--- src/mq_flag_params.svh ---
`ifndef MQ_FLAG_PARAMS_SVH
`define MQ_FLAG_PARAMS_SVH

// ======================================================
// geometry
`define NUM_QUEUES     32
`define QUEUE_AW       5
`define QUAD_WIDTH     8

// ======================================================
// apb register offsets (byte addresses)
`define ADDR_CFG       8'h00
`define ADDR_CTRL      8'h04
`define ADDR_STAT      8'h08

// ======================================================
// control register fields and reset value
`define CTRL_RD_OE     0
`define CTRL_WR_OE     1
`define CTRL_RESET     2'h3

// ======================================================
// config register fields
`define CFG_IN_W_LSB   0
`define CFG_OUT_W_LSB  2
`define CFG_PACKET     4
`define CFG_POLLED     5
`define CFG_ERR        6
`define CFG_IN_MRS     7

// ======================================================
// status register fields
`define STAT_RD_QUAD   0
`define STAT_WR_QUAD   2
`define STAT_RD_SEL    4
`define STAT_WR_SEL    9

`endif

--- src/mq_flag_pkg.sv ---
package mq_flag_pkg;

   // ======================================================
   // port width codes
   typedef enum logic [1:0] {
      W9  = 2'b00,
      W18 = 2'b01,
      W36 = 2'b10
   } width_t;

   // ======================================================
   // configuration caught during master reset
   typedef struct packed {
      width_t in_w;
      width_t out_w;
      logic   packet;
      logic   polled;
      logic   cfg_err;
   } cfg_t;

   // ======================================================
   // apb request from the master
   typedef struct packed {
      logic        psel;
      logic        penable;
      logic        pwrite;
      logic [7:0]  paddr;
      logic [31:0] pwdata;
   } apb_req_t;

endpackage

--- src/mq_flag_status.sv ---
`timescale 1ns/100ps
`include "mq_flag_params.svh"
module mq_flag_status
   import mq_flag_pkg::*;
#(
   parameter int QUEUE_AW = `QUEUE_AW
) (
   input  wire logic                   clk,
   input  wire logic                   rst,
   input  wire apb_req_t               apb,
   output logic [31:0]                 prdata,
   output logic                        pready,
   output logic                        pslverr,
   input  wire logic                   master_reset_n,
   input  wire logic                   out_width_sel,
   input  wire logic                   in_width_sel,
   input  wire logic                   bus_match_sel,
   input  wire logic                   packet_mode_sel,
   input  wire logic                   flag_bus_mode_sel,
   input  wire logic                   io_hstl_sel,
   input  wire logic                   write_input_powerdown,
   input  wire logic [QUEUE_AW-1:0]    rd_queue_addr,
   input  wire logic                   rd_addr_enable,
   input  wire logic                   rd_flag_strobe,
   input  wire logic [QUEUE_AW-1:0]    wr_queue_addr,
   input  wire logic                   wr_addr_enable,
   input  wire logic                   wr_flag_strobe,
   input  wire logic [2**QUEUE_AW-1:0] queue_almost_empty,
   input  wire logic [2**QUEUE_AW-1:0] queue_almost_full,
   input  wire logic [2**QUEUE_AW-1:0] queue_packet_ready,
   output logic                        rd_almost_empty_n,
   output logic                        packet_ready_n,
   output logic [7:0]                  rd_quadrant_flag_bus,
   output logic                        rd_flag_bus_oe,
   output logic [QUEUE_AW-4:0]         rd_bus_quadrant,
   output logic                        wr_almost_full_n,
   output logic [7:0]                  wr_quadrant_flag_bus,
   output logic                        wr_flag_bus_oe,
   output logic [QUEUE_AW-4:0]         wr_bus_quadrant,
   output logic                        write_data_in_enable
);

   localparam int NQ  = 2**QUEUE_AW;
   localparam int QAW = QUEUE_AW - 3;

   cfg_t                cfg;
   logic [1:0]          ctrl;
   logic [QUEUE_AW-1:0] rd_sel;
   logic [QUEUE_AW-1:0] wr_sel;
   logic [QAW-1:0]      rd_ptr;
   logic [QAW-1:0]      wr_ptr;
   logic [QAW-1:0]      next_rd_quad;
   logic [QAW-1:0]      next_wr_quad;
   logic [NQ-1:0]       rd_src;
   logic                apb_access;

   // ======================================================
   // helpers
   function automatic logic [7:0] quad_slice(input logic [NQ-1:0] v, input logic [QAW-1:0] q);
      return v[{q, 3'b000} +: 8];
   endfunction

   function automatic cfg_t decode_cfg(input logic bm, input logic iw, input logic ow,
                                       input logic pkt, input logic fm);
      cfg_t c;
      c.in_w  = W36;
      c.out_w = W36;
      if (bm) begin
         if (iw) begin
            c.in_w = ow ? W9 : W18;
         end else begin
            c.out_w = ow ? W9 : W18;
         end
      end
      c.packet  = pkt && (c.in_w == W36) && (c.out_w == W36);
      c.cfg_err = pkt && !c.packet;
      c.polled  = fm;
      return c;
   endfunction

   // ======================================================
   // configuration sampled during master reset
   // catch widths and mode
   always_ff @(posedge clk) begin
      if (rst) begin
         cfg <= '{in_w: W36, out_w: W36, default: 1'b0};
      end else if (!master_reset_n) begin
         cfg <= decode_cfg(bus_match_sel, in_width_sel, out_width_sel, packet_mode_sel, flag_bus_mode_sel);
      end
   end

   // ======================================================
   // queue selection
   always_ff @(posedge clk) begin
      if (rst || !master_reset_n) begin
         rd_sel <= '0;
      end else if (rd_addr_enable) begin
         rd_sel <= rd_queue_addr;
      end
   end

   always_ff @(posedge clk) begin
      if (rst || !master_reset_n) begin
         wr_sel <= '0;
      end else if (wr_addr_enable) begin
         wr_sel <= wr_queue_addr;
      end
   end

   // ======================================================
   // discrete flags
   // selected read queue flags
   always_ff @(posedge clk) begin
      if (rst || !master_reset_n) begin
         rd_almost_empty_n <= 1'b1;
         packet_ready_n    <= 1'b1;
      end else begin
         rd_almost_empty_n <= !queue_almost_empty[rd_sel];
         packet_ready_n    <= !(cfg.packet && queue_packet_ready[rd_sel]);
      end
   end

   always_ff @(posedge clk) begin
      if (rst || !master_reset_n) begin
         wr_almost_full_n <= 1'b1;
      end else begin
         wr_almost_full_n <= !queue_almost_full[wr_sel];
      end
   end

   // ======================================================
   // polled quadrant pointers
   // ascend from first
   always_ff @(posedge clk) begin
      if (rst || !master_reset_n) begin
         rd_ptr <= '0;
      end else begin
         rd_ptr <= rd_ptr + 1'b1;
      end
   end

   always_ff @(posedge clk) begin
      if (rst || !master_reset_n) begin
         wr_ptr <= '0;
      end else begin
         wr_ptr <= wr_ptr + 1'b1;
      end
   end

   // ======================================================
   // quadrant choice for each bus
   // direct or polled read
   always_comb begin
      next_rd_quad = rd_bus_quadrant;
      if (cfg.polled) begin
         next_rd_quad = rd_ptr;
      end else if (rd_flag_strobe) begin
         next_rd_quad = rd_queue_addr[QUEUE_AW-1:3];
      end
   end

   always_comb begin
      next_wr_quad = wr_bus_quadrant;
      if (cfg.polled) begin
         next_wr_quad = wr_ptr;
      end else if (wr_flag_strobe) begin
         next_wr_quad = wr_queue_addr[QUEUE_AW-1:3];
      end
   end

   assign rd_src = cfg.packet ? queue_packet_ready : queue_almost_empty;

   // ======================================================
   // flag buses
   // eight-bit read bus
   always_ff @(posedge clk) begin
      if (rst || !master_reset_n) begin
         rd_bus_quadrant      <= '0;
         rd_quadrant_flag_bus <= 8'hff;
      end else begin
         rd_bus_quadrant      <= next_rd_quad;
         rd_quadrant_flag_bus <= ~quad_slice(rd_src, next_rd_quad);
      end
   end

   always_ff @(posedge clk) begin
      if (rst || !master_reset_n) begin
         wr_bus_quadrant      <= '0;
         wr_quadrant_flag_bus <= 8'hff;
      end else begin
         wr_bus_quadrant      <= next_wr_quad;
         wr_quadrant_flag_bus <= ~quad_slice(queue_almost_full, next_wr_quad);
      end
   end

   always_ff @(posedge clk) begin
      if (rst) begin
         rd_flag_bus_oe <= 1'b0;
         wr_flag_bus_oe <= 1'b0;
      end else begin
         rd_flag_bus_oe <= master_reset_n && ctrl[`CTRL_RD_OE];
         wr_flag_bus_oe <= master_reset_n && ctrl[`CTRL_WR_OE];
      end
   end

   // ======================================================
   // write input power-down
   // hstl only gate
   always_ff @(posedge clk) begin
      if (rst) begin
         write_data_in_enable <= 1'b1;
      end else begin
         write_data_in_enable <= !(io_hstl_sel && write_input_powerdown);
      end
   end

   // ======================================================
   // apb slave, one wait state
   assign apb_access = apb.psel && apb.penable;

   always_ff @(posedge clk) begin
      if (rst) begin
         pready  <= 1'b0;
         pslverr <= 1'b0;
         prdata  <= '0;
      end else begin
         pready  <= apb_access && !pready;
         pslverr <= 1'b0;
         prdata  <= '0;
         if (apb_access && !pready) begin
            if (apb.paddr == `ADDR_CFG) begin
               prdata[`CFG_IN_W_LSB +: 2]  <= cfg.in_w;
               prdata[`CFG_OUT_W_LSB +: 2] <= cfg.out_w;
               prdata[`CFG_PACKET]         <= cfg.packet;
               prdata[`CFG_POLLED]         <= cfg.polled;
               prdata[`CFG_ERR]            <= cfg.cfg_err;
               prdata[`CFG_IN_MRS]         <= !master_reset_n;
            end else if (apb.paddr == `ADDR_CTRL) begin
               prdata[1:0] <= ctrl;
            end else if (apb.paddr == `ADDR_STAT) begin
               prdata[`STAT_RD_QUAD +: QAW]     <= rd_bus_quadrant;
               prdata[`STAT_WR_QUAD +: QAW]     <= wr_bus_quadrant;
               prdata[`STAT_RD_SEL +: QUEUE_AW] <= rd_sel;
               prdata[`STAT_WR_SEL +: QUEUE_AW] <= wr_sel;
            end else begin
               pslverr <= 1'b1;
            end
         end
      end
   end

   always_ff @(posedge clk) begin
      if (rst) begin
         ctrl <= `CTRL_RESET;
      end else if (apb_access && pready && apb.pwrite && apb.paddr == `ADDR_CTRL) begin
         ctrl <= apb.pwdata[1:0];
      end
   end

   // ======================================================
   // checks
   property p_rd_ae_sel;
      @(posedge clk) disable iff (rst)
      (master_reset_n && rd_addr_enable) ##1 (master_reset_n && !rd_addr_enable) |=>
         rd_almost_empty_n == !$past(queue_almost_empty[rd_queue_addr], 2) || !$past(master_reset_n);
   endproperty
   a_rd_ae_sel: assert property (p_rd_ae_sel) else $error("almost-empty wrong queue");

   property p_wr_af_sel;
      @(posedge clk) disable iff (rst)
      (master_reset_n && wr_addr_enable) ##1 (master_reset_n && !wr_addr_enable) |=>
         wr_almost_full_n == !$past(queue_almost_full[wr_queue_addr], 2) || !$past(master_reset_n);
   endproperty
   a_wr_af_sel: assert property (p_wr_af_sel) else $error("almost-full wrong queue");

   property p_rd_poll;
      @(posedge clk) disable iff (rst)
      (master_reset_n && cfg.polled) ##1 (master_reset_n && cfg.polled) |=>
         rd_bus_quadrant == QAW'($past(rd_bus_quadrant) + 1'b1);
   endproperty
   a_rd_poll: assert property (p_rd_poll) else $error("read poll did not advance");

   property p_wr_poll;
      @(posedge clk) disable iff (rst)
      (master_reset_n && cfg.polled) ##1 (master_reset_n && cfg.polled) |=>
         wr_bus_quadrant == QAW'($past(wr_bus_quadrant) + 1'b1);
   endproperty
   a_wr_poll: assert property (p_wr_poll) else $error("write poll did not advance");

   property p_poll_start;
      @(posedge clk) disable iff (rst)
      !master_reset_n ##1 master_reset_n |=> rd_bus_quadrant == '0 && wr_bus_quadrant == '0;
   endproperty
   a_poll_start: assert property (p_poll_start) else $error("poll start not first quadrant");

   property p_rd_direct;
      @(posedge clk) disable iff (rst)
      (master_reset_n && !cfg.polled && rd_flag_strobe) ##1 (master_reset_n && !rd_flag_strobe) |->
         ##1 rd_bus_quadrant == $past(rd_queue_addr[QUEUE_AW-1:3], 2);
   endproperty
   a_rd_direct: assert property (p_rd_direct) else $error("read bus wrong quadrant");

   property p_pkt_width;
      @(posedge clk) disable iff (rst)
      cfg.packet |-> cfg.in_w == W36 && cfg.out_w == W36;
   endproperty
   a_pkt_width: assert property (p_pkt_width) else $error("packet mode with narrow port");

   property p_pr_idle;
      @(posedge clk) disable iff (rst)
      !cfg.packet ##1 !cfg.packet |-> packet_ready_n;
   endproperty
   a_pr_idle: assert property (p_pr_idle) else $error("packet ready outside packet mode");

   property p_pd_gate;
      @(posedge clk) disable iff (rst)
      1'b1 |=> write_data_in_enable == !($past(io_hstl_sel) && $past(write_input_powerdown));
   endproperty
   a_pd_gate: assert property (p_pd_gate) else $error("power-down gate wrong");

   property p_oe_mrs;
      @(posedge clk) disable iff (rst)
      !master_reset_n |=> !rd_flag_bus_oe && !wr_flag_bus_oe && rd_quadrant_flag_bus == 8'hff;
   endproperty
   a_oe_mrs: assert property (p_oe_mrs) else $error("flag bus driven in master reset");

endmodule

--- config.mk ---
export PLATFORM = sky130hd
export DESIGN_NAME = mq_flag_status
export DESIGN_NICKNAME = d
export VERILOG_FILES = /design/src/mq_flag_pkg.sv /design/src/mq_flag_status.sv
export VERILOG_INCLUDE_DIRS = /design/src
export SDC_FILE = /design/constraint.sdc
export NUM_CORES = 1
export LEC_CHECK = 0
export BUFFER_PORTS_ARGS = -buffer_cell sky130_fd_sc_hd__clkbuf_2
export CAP_MARGIN = 20
export CORE_AREA = 2 2 98 100
export CTS_CLUSTER_DIAMETER = 60
export CTS_CLUSTER_SIZE = 28
export DETAILED_ROUTE_END_ITERATION = 6
export DIE_AREA = 0 0 100 102
export GPL_ROUTABILITY_DRIVEN = 0
export PLACE_DENSITY_LB_ADDON = 0.05
export SLEW_MARGIN = 15
export SYNTH_ARGS = -nofsm -noshare
export SYNTH_HDL_FRONTEND = slang
export SYNTH_SLANG_ARGS = --single-unit
--- constraint.sdc ---
create_clock -name clk -period 2.25 [get_ports clk]
set_input_delay 0 -clock clk [delete_from_list [all_inputs] [get_ports clk]]
set_output_delay 0 -clock clk [all_outputs]
set_load 0.005 [all_outputs]
==> flow_summary.toml, run 1 <==
[clock_network]
cts_buffers = 9
clk_path_buf_depth = 2
clkLatencyLatePin_ns = 0.33
path_clk_slew_ns = 0.08
htreeDepth = 3
cts_num_sinks = 65
cts_tree = "yes"
cts_resized = 0
cts_hold_buffers = 23
postCtsSetupRepairBufs = 0
root_buffer = "clkbuf_8"

[route]
via_per_inst = 5.344
num_vias = 3794
drt_iter0_markers = 181
drc = 0
routedWlPerCell_microns = 16.75
wl_microns = 11890
first_pass_iters = 5
ant_nets = 0

[worst_setup_path]
critical_path_required_ns = 2.48
start_kind = "flop"
endpoint_kind = "flop"
crit_fanout = 3
worst_ep_arrival_time_ns = 2.25
crit_type = "reg2reg"

[synth]
syn_avg_cell_area_sq_um = 10.17
syn-instance-count = 395
yosysTopAreaCell = "dfxtp_1"
synth_common_cells = "dfxtp_1 (65), mux2i_1 (55), nor2_1 (48)"
yosysWarnings = 0
synth_most_common_cell = "dfxtp_1"
synth_ff_type = "dfxtp_1"
synth_seq_area_share = 0.3239
synth_area_leaders = "dfxtp_1 (32%), mux4_2 (20%), mux2i_1 (14%)"
ys_seq_elements = 65
async_flop_share = 0
synth_top_area_frac = 0.3239
synthesis.area_sq_um = 4018
synth_edf_count = 0
synth_cell_type_count = 42

[cells_and_area]
num-nets-final = 757
design_area_sq_um = 5455
diodes = 0
drive_above_1_share = 0.4374
stdcell_count = 710
syn_to_final_growth_pct = 35.78

[global_route]
grt_pass1_wl_microns = 18890
grt_pass1_vias = 3771
grt_overflow = 0
grt_max_degree = 19
antenna_found_initial = 0
track_usage = 0.2346

[floorplan]
core_area_sq_um = 9109
initial_core_util = 0.4411
die_area_sq_um = 10200
die_w_microns = 100
die_h_microns = 102
row_count = 35
ios = 223

[timing]
tightest_slew_ns = 0.6340
finalMaxSlewViolations = 0
whs_ns = 0.02480
fmax_mhz = 496.1
finClkSkew_ns = 0.01082
hold_viol = 0
fin_crit_sh = 0.8958
final.setup.tns_ns = 0
min_period_ns = 2.016
setup_viol = 0
rsz0062_at_grt = "no"
slew_headroom = 0.5664

[placed_design]
portBuffers = 174
dp_hpwl_microns = 9398
dp.cells = 671
place_area_sq_um = 5000

[status]
status = "completed"

[power]
p_per_area_nw_per_um2 = 552.1
p_leak_uw = 0.002480
peakVddDrop_uv = 431.0

[run]
cap_violations = 0

[min_path]
hp-class = "in2reg"
per-stage QoR:
step,setup WS [ns],total power [uW],util
3_3_place_gp,0.2479,1861,0.5489
5_1_grt,0.1482,3157,0.5989
2_1_floorplan,0.4706,1621,-
4_1_cts,0.2717,3031,0.5989
3_5_place_dp,0.2836,1871,0.5489
6_report,0.2344,3012,0.5989
layout make-up:
type	count	area (sq um)
flip-flops and latches	65	1301
clock buffers	9	123.9
fillers	845	3654
clock inverters	7	101.3
well taps	111	138.9
repair buffers	216	1256
multi-input cells	297	2515
inverters	5	18.77
worst paths after layout:
kind / from / cells after the start / slack (ns) / endpoint
setup reg to reg: rd_sel[3]$_SDFFE_PP0P_ / 5 / 0.23 / rd_almost_empty_n$_SDFF_PP1_
hold reg to reg: wr_ptr[0]$_SDFF_PP0_ / 1 / 0.49 / wr_ptr[0]$_SDFF_PP0_
setup / recovery: rd_sel[3]$_SDFFE_PP0P_ / 5 / 0.23 / rd_almost_empty_n$_SDFF_PP1_
hold / removal: apb[41] / 2 / 0.02 / pready$_SDFF_PP0_
placed cells by master (no fill, tap or decap), types with 9 or more instances in the layout:
cell             n
a21oi_1          9
mux2i_1         55
dfxtp_1         65
clkbuf_8         9
nor2_1          48
dlygate4sd3_1   23
clkbuf_2       174
conb_1          18
nor2b_1          9
nand2_1         39
buf_4           18
nand3_1         16
mux4_2          36
registers in the layout, indices dropped and copies added, names as in the netlist, 2 cells and up:
| name | flops |
|---|---|
| wr_quadrant_flag_bus | 8 |
| rd_bus_quadrant | 2 |
| ctrl | 2 |
| wr_bus_quadrant | 2 |
| rd_quadrant_flag_bus | 8 |
| prdata | 14 |
| rd_ptr | 2 |
| wr_ptr | 2 |
| rd_sel | 5 |
| wr_sel | 5 |
| cfg | 7 |
logic make-up after synthesis:
logic type / synth area share
compound gates: 0.07038
other cells: 0.0009334
flops: 0.3239
mux: 0.3725
xor+xnor: 0.004361
simple gates: 0.1619
buf+inv: 0.06602
metal layers:
layer  up-vias  track usage  wire (microns)
li1       1831            -               -
met3        11      0.03694             764
met2       159       0.3669            5411
met4         0      0.06428             148
met5         -            0               0
met1      1793       0.3398            5564
power breakdown:
part | total, uW | internal [uW] | leakage, uW | switching [uW]
combinational | 653 | 358 | 0.00184 | 294
clock | 1130 | 634 | 0.000106 | 500
sequential | 1230 | 1190 | 0.000531 | 32.8
total | 3010 | 2180 | 0.00248 | 828
worst max-delay path, stage by stage, from the launching register on:
cell	delay, ns
dfxtp_1	0.42
mux4_2	0.53
nor2b_1	0.14
a2111oi_0	0.60
a31oi_1	0.11
o311ai_0	0.13
Note: power is estimated with default switching activity, not from simulation.
==> run 2, diff against run 1 <==
--- a/config.mk
+++ b/config.mk
@@ -14,6 +14,7 @@
 export DETAILED_ROUTE_END_ITERATION = 6
 export DIE_AREA = 0 0 100 102
 export GPL_ROUTABILITY_DRIVEN = 0
+export GPL_TIMING_DRIVEN = 0
 export PLACE_DENSITY_LB_ADDON = 0.05
 export SLEW_MARGIN = 15
 export SYNTH_ARGS = -nofsm -noshare
==> flow_summary.toml, run 2 (synthesis gave the netlist of run 1 again) <==
[route]
drc = 0
num_vias = 3897
first_pass_iters = 5
via_per_inst = 5.302
ant_nets = 0
routedWlPerCell_microns = 16.90
drt_iter0_markers = 239
wl_microns = 12430

[cells_and_area]
regArea_sq_um = 1301
final_cell_mix = "clkbuf_2 (173), dfxtp_1 (65), mux2i_1 (55)"
num-nets-final = 782
top_regs = "prdata: 14 flops, rd_quadrant_flag_bus: 8 flops, wr_quadrant_flag_bus: 8 flops"
multi_input_area_sq_um = 2521
top_register = "prdata"
final_core_utilization = 0.6084
drive_above_1_share = 0.4295
syn_to_final_growth_pct = 37.93
diodes = 0
final_common_cell = "clkbuf_2"
nFillCells = 845
largest_register_ffs = 14

[floorplan]
row_count = 35
die_area_sq_um = 10200
initial_core_util = 0.4411
core_area_sq_um = 9109
die_w_microns = 100
die_h_microns = 102
ios = 223

[clock_network]
cts_buffers = 9
path_clk_slew_ns = 0.09
root_buffer = "clkbuf_8"
htreeDepth = 3
clk_path_buf_depth = 2
cts_tree = "yes"
clkLatencyLatePin_ns = 0.34
cts_num_sinks = 65

[timing]
rsz0062_at_grt = "no"
slew_headroom = 0.4776
fin_crit_sh = 0.9482
hold_viol = 0
whs_ns = 0.01727
setup_viol = 0
min_period_ns = 2.134
finalMaxSlewViolations = 0
fmax_mhz = 468.7
tightest_slew_ns = 0.7835
final.setup.tns_ns = 0
finClkSkew_ns = 0.01459

[global_route]
grt_overflow = 0
grt_max_degree = 14
grt_pass1_vias = 3861
grt_pass1_wl_microns = 19220
track_usage = 0.2433
antenna_found_initial = 0

[power]
p_leak_uw = 0.002528
p_per_area_nw_per_um2 = 528.5
p_total_uw = 2929
peakVddDrop_uv = 386.4

[status]
status = "completed"

[placed_design]
portBuffers = 172
dp_hpwl_microns = 9706

[worst_setup_path]
worst_ep_arrival_time_ns = 2.38
crit_type = "reg2reg"
critical_path_required_ns = 2.49
endpoint_kind = "flop"
crit_fanout = 7
start_kind = "flop"

[min_path]
hp-class = "in2reg"

[run]
cap_violations = 0
## run 2: changes by cell type in the layout (fill, tap and decap cells not counted), moves of 2 or more
cell / previous run / this run
dlygate4sd3_1: 23 / 25
clkbuf_4: 0 / 2
clkbuf_1: 0 / 14
buf_2: 0 / 3
buf_1: 0 / 5
## run 2: per-stage QoR
step           setup WS [ns]  cell area (sq um)  std cells
6_report              0.1164               5542        735
3_3_place_gp          0.1469               5081        695
3_5_place_dp         0.06693               5081        695
4_1_cts              0.06809               5533        736
5_1_grt              0.03368               5542        735
2_1_floorplan         0.4706               4081        412
## run 2: final cells by class
class,count,area share
Tap cell,111,0.02506
Clock inverter,7,0.01400
Multi-Input combinational cell,297,0.4550
Sequential cell,65,0.2348
Inverter,5,0.003387
Clock buffer,9,0.02235
Timing Repair Buffer,197,0.2005
Buffer,44,0.04493
## run 2: critical path: stages (launching register included)
cell     delay, ns
dfxtp_1       0.36
mux2_4        0.29
mux2_4        0.31
nor2_1        0.54
nand4_1       0.32
o221a_2       0.22
## run 2: repair_timing
action                     4_1_cts  5_1_grt
setup endpoints to repair        0       12
setup buffers                    0        0
gates resized for setup          0        6
hold buffers                    25        0
hold endpoints to repair        22        0
## run 2: final timing paths
path                                       from  cells past startpoint                            endpoint  slack [ns]
setup reg to reg  rd_bus_quadrant[1]$_SDFF_PP0_                      5  rd_quadrant_flag_bus[2]$_SDFF_PP1_        0.12
hold reg to reg            wr_ptr[0]$_SDFF_PP0_                      1                wr_ptr[0]$_SDFF_PP0_        0.48
hold / removal                          apb[37]                      5                  pslverr$_SDFF_PP0_        0.02
setup / recovery  rd_bus_quadrant[1]$_SDFF_PP0_                      5  rd_quadrant_flag_bus[2]$_SDFF_PP1_        0.12
## run 2: report_power, final
part	total [uW]	switching [uW]	internal [uW]
registers	1220	23.2	1190
logic	680	313	367
clock network	1030	511	522
total	2930	847	2080
## run 2: routing by layer
metal	vias to the layer above	part of all wire	track usage	wire, microns
met4	0	0.020	0.06955	248
met2	171	0.46	0.4012	5711
met1	1829	0.45	0.3251	5599
met3	20	0.070	0.05335	865
met5	-	0	0	0
li1	1877	-	-	-
==> run 3, diff against run 2 <==
--- a/config.mk
+++ b/config.mk
@@ -6,13 +6,16 @@
 export SDC_FILE = /design/constraint.sdc
 export NUM_CORES = 1
 export LEC_CHECK = 0
+export ABC_AREA = 1
 export BUFFER_PORTS_ARGS = -buffer_cell sky130_fd_sc_hd__clkbuf_2
 export CAP_MARGIN = 20
-export CORE_AREA = 2 2 98 100
+export CELL_PAD_IN_SITES_DETAIL_PLACEMENT = 1
+export CELL_PAD_IN_SITES_GLOBAL_PLACEMENT = 1
+export CORE_AREA = 2 2 122 124
 export CTS_CLUSTER_DIAMETER = 60
 export CTS_CLUSTER_SIZE = 28
 export DETAILED_ROUTE_END_ITERATION = 6
-export DIE_AREA = 0 0 100 102
+export DIE_AREA = 0 0 124 126
 export GPL_ROUTABILITY_DRIVEN = 0
 export GPL_TIMING_DRIVEN = 0
 export PLACE_DENSITY_LB_ADDON = 0.05
==> flow_summary.toml, run 3 <==
[status]
status = "completed"

[synth]
synth_compound_area_frac = 0.1230
synth_ff_type = "dfxtp_1"
synth_mux_area_frac = 0.002449
synth_common_cells = "nand2_1 (184), nand3_1 (108), nor2_1 (90)"
synth_fa_ha_area_frac = 0
synth_edf_count = 0
synth_seq_area_share = 0.3183
synth_top_family_by_area = "simple AND/OR/NAND/NOR gates"
syn-instance-count = 653
async_flop_share = 0
ys_seq_elements = 65
synthXorXnorAreaFrac = 0.002143
yosysTopAreaCell = "dfxtp_1"
synth_cell_type_count = 37
synth_most_common_cell = "nand2_1"
syn_avg_cell_area_sq_um = 6.260
yosys.area_share.simple = 0.4414
synthesis.area_sq_um = 4088
synth_area_leaders = "dfxtp_1 (32%), nand2_1 (17%), nand3_1 (13%)"
synth_top_area_frac = 0.3183
yosysWarnings = 0

[clock_network]
htreeDepth = 3
root_buffer = "clkbuf_16"
cts_num_sinks = 65
clkLatencyLatePin_ns = 0.34
cts_buffers = 9
path_clk_slew_ns = 0.06
cts_tree = "yes"
clk_path_buf_depth = 2

[timing]
fmax_mhz = 474.6
slew_headroom = 0.5496
tightest_slew_ns = 0.6705
setup_viol = 0
whs_ns = 0.01460
min_period_ns = 2.107
fin_crit_sh = 0.9365
finalMaxSlewViolations = 0
hold_viol = 0
layout_setup_ws_ns = 0.1429
finClkSkew_ns = 0.008675

[cells_and_area]
stdcell_count = 1081
final_common_cell = "nand2_1"
final_cell_mix = "nand2_1 (184), clkbuf_2 (173), nand3_1 (108)"
top_regs = "prdata: 14 flops, rd_quadrant_flag_bus: 8 flops, wr_quadrant_flag_bus: 8 flops"
drive_above_1_share = 0.2876
design_area_sq_um = 5968
top_register = "prdata"
largest_register_ffs = 14
syn_to_final_growth_pct = 46.01
diodes = 0
final_core_utilization = 0.4170
nFillCells = 1939
num-nets-final = 1055

[power]
p_per_area_nw_per_um2 = 597.2
p_leak_uw = 0.002949
peakVddDrop_uv = 319.0

[route]
via_per_inst = 4.883
ant_nets = 0
drt_iter0_markers = 259
drc = 0
wl_microns = 17910
num_vias = 5279
routedWlPerCell_microns = 16.57
first_pass_iters = 5

[global_route]
grt_overflow = 0
track_usage = 0.2309
gr-max-usage-layer = "met2"
use_met2 = 0.4037
grt_util_met3 = 0.03487
grtUsageMet1 = 0.2926
grt_pass1_vias = 5456
grt_max_degree = 14
grt_pass1_wl_microns = 27770
antenna_found_initial = 0

[worst_setup_path]
endpoint_kind = "flop"
rr_startpoint = "cfg[1]$_SDFFE_PP0N_"
worst_ep_arrival_time_ns = 2.35
cp_top_family = "buffers and inverters"
crit_slowest_cell = "dlygate4sd3_1"
critical_path_required_ns = 2.49
path_cells = "inv_2 -> o21ai_4 -> and2_1 -> buf_4 -> o211ai_2 -> nand2_1 -> dlygate4sd3_1 -> inv_1"
cp_num_buf_inv = 4
max_stage_delay_ns = 0.56
crit_type = "reg2reg"
crit_fanout = 9
start_kind = "flop"
setup.worst_path.start = "cfg[1]$_SDFFE_PP0N_"

[placed_design]
dp_slack_ns = 0.5108
place_area_sq_um = 5248
portBuffers = 173
dp_hpwl_microns = 13790
dp.cells = 1027

[min_path]
worstHoldStart = "rd_queue_addr[4]"
hp-class = "in2reg"

[run]
cap_violations = 0

[floorplan]
die_w_microns = 124
core_area_sq_um = 14310
ios = 223
initial_core_util = 0.2856
die_h_microns = 126
die_area_sq_um = 15620
row_count = 44
run 3: what timing repair did:
action                                 in CTS  in global routing
setup endpoints to repair                   0                  4
hold buffers                               38                  0
endpoints found under the hold margin      29                  0
setup buffers                               0                  0
gates resized for setup                     0                  2
run 3: per-layer routing:
layer  share of wire  wire length, microns
met1            0.44                  7828
met2            0.50                  8881
met3           0.055                   978
met4           0.012                   218
met5               0                     0
run 3: report_power, final:
group / total (uW) / switching [uW] / leakage (uW) / internal, uW
combinational: 751 / 427 / 0.00226 / 324
clock: 1590 / 604 / 0.000162 / 984
sequential: 1230 / 23.5 / 0.000532 / 1200
total: 3560 / 1050 / 0.00295 / 2510
run 3: final cells by class:
cell class                 instances  area, sq um  area share
multi-input combinational        515         2406      0.4031
clock buffer                       9        225.2     0.03774
timing repair buffer             211         1246      0.2088
clock inverter                     7        102.6     0.01719
tap                              184        230.2     0.03857
buffer                            49        302.8     0.05073
inverter                          41        153.9     0.02579
sequential                        65         1301      0.2180
run 3: tightest hold or removal path, delay by kind of cell:
kind / cells / cell delay, ns
AOI/OAI and AO/OA: 2 / 0.22
buffers and inverters: 1 / 0.10
run 3: cell families (layout without fill, tap and decap cells):
| family | after synthesis | count (layout) |
|---|---|---|
| AO/OA/AOI/OAI | 84 | 84 |
| XOR/XNOR | 1 | 1 |
| buffers and inverters | 90 | 317 |
| flip-flops | 65 | 65 |
| multiplexers | 1 | 1 |
| other | 1 | 18 |
| AND/OR/NAND/NOR | 411 | 411 |
run 3: worst paths after layout:
path,endpoint,slack (ns),cells after the start
max,wr_quadrant_flag_bus[6]$_SDFF_PP1_,0.14,8
min,rd_sel[4]$_SDFFE_PP0P_,0.01,3
max reg2reg,wr_quadrant_flag_bus[6]$_SDFF_PP1_,0.14,8
min reg2reg,wr_ptr[0]$_SDFF_PP0_,0.46,1
run 3: through the flow:
step	setup TNS, ns	power, uW
detailed placement	0	1931
global route	-0.01200	3739
global placement	0	1922
CTS	0	3597
floorplan	0	1612
finish	0	3564
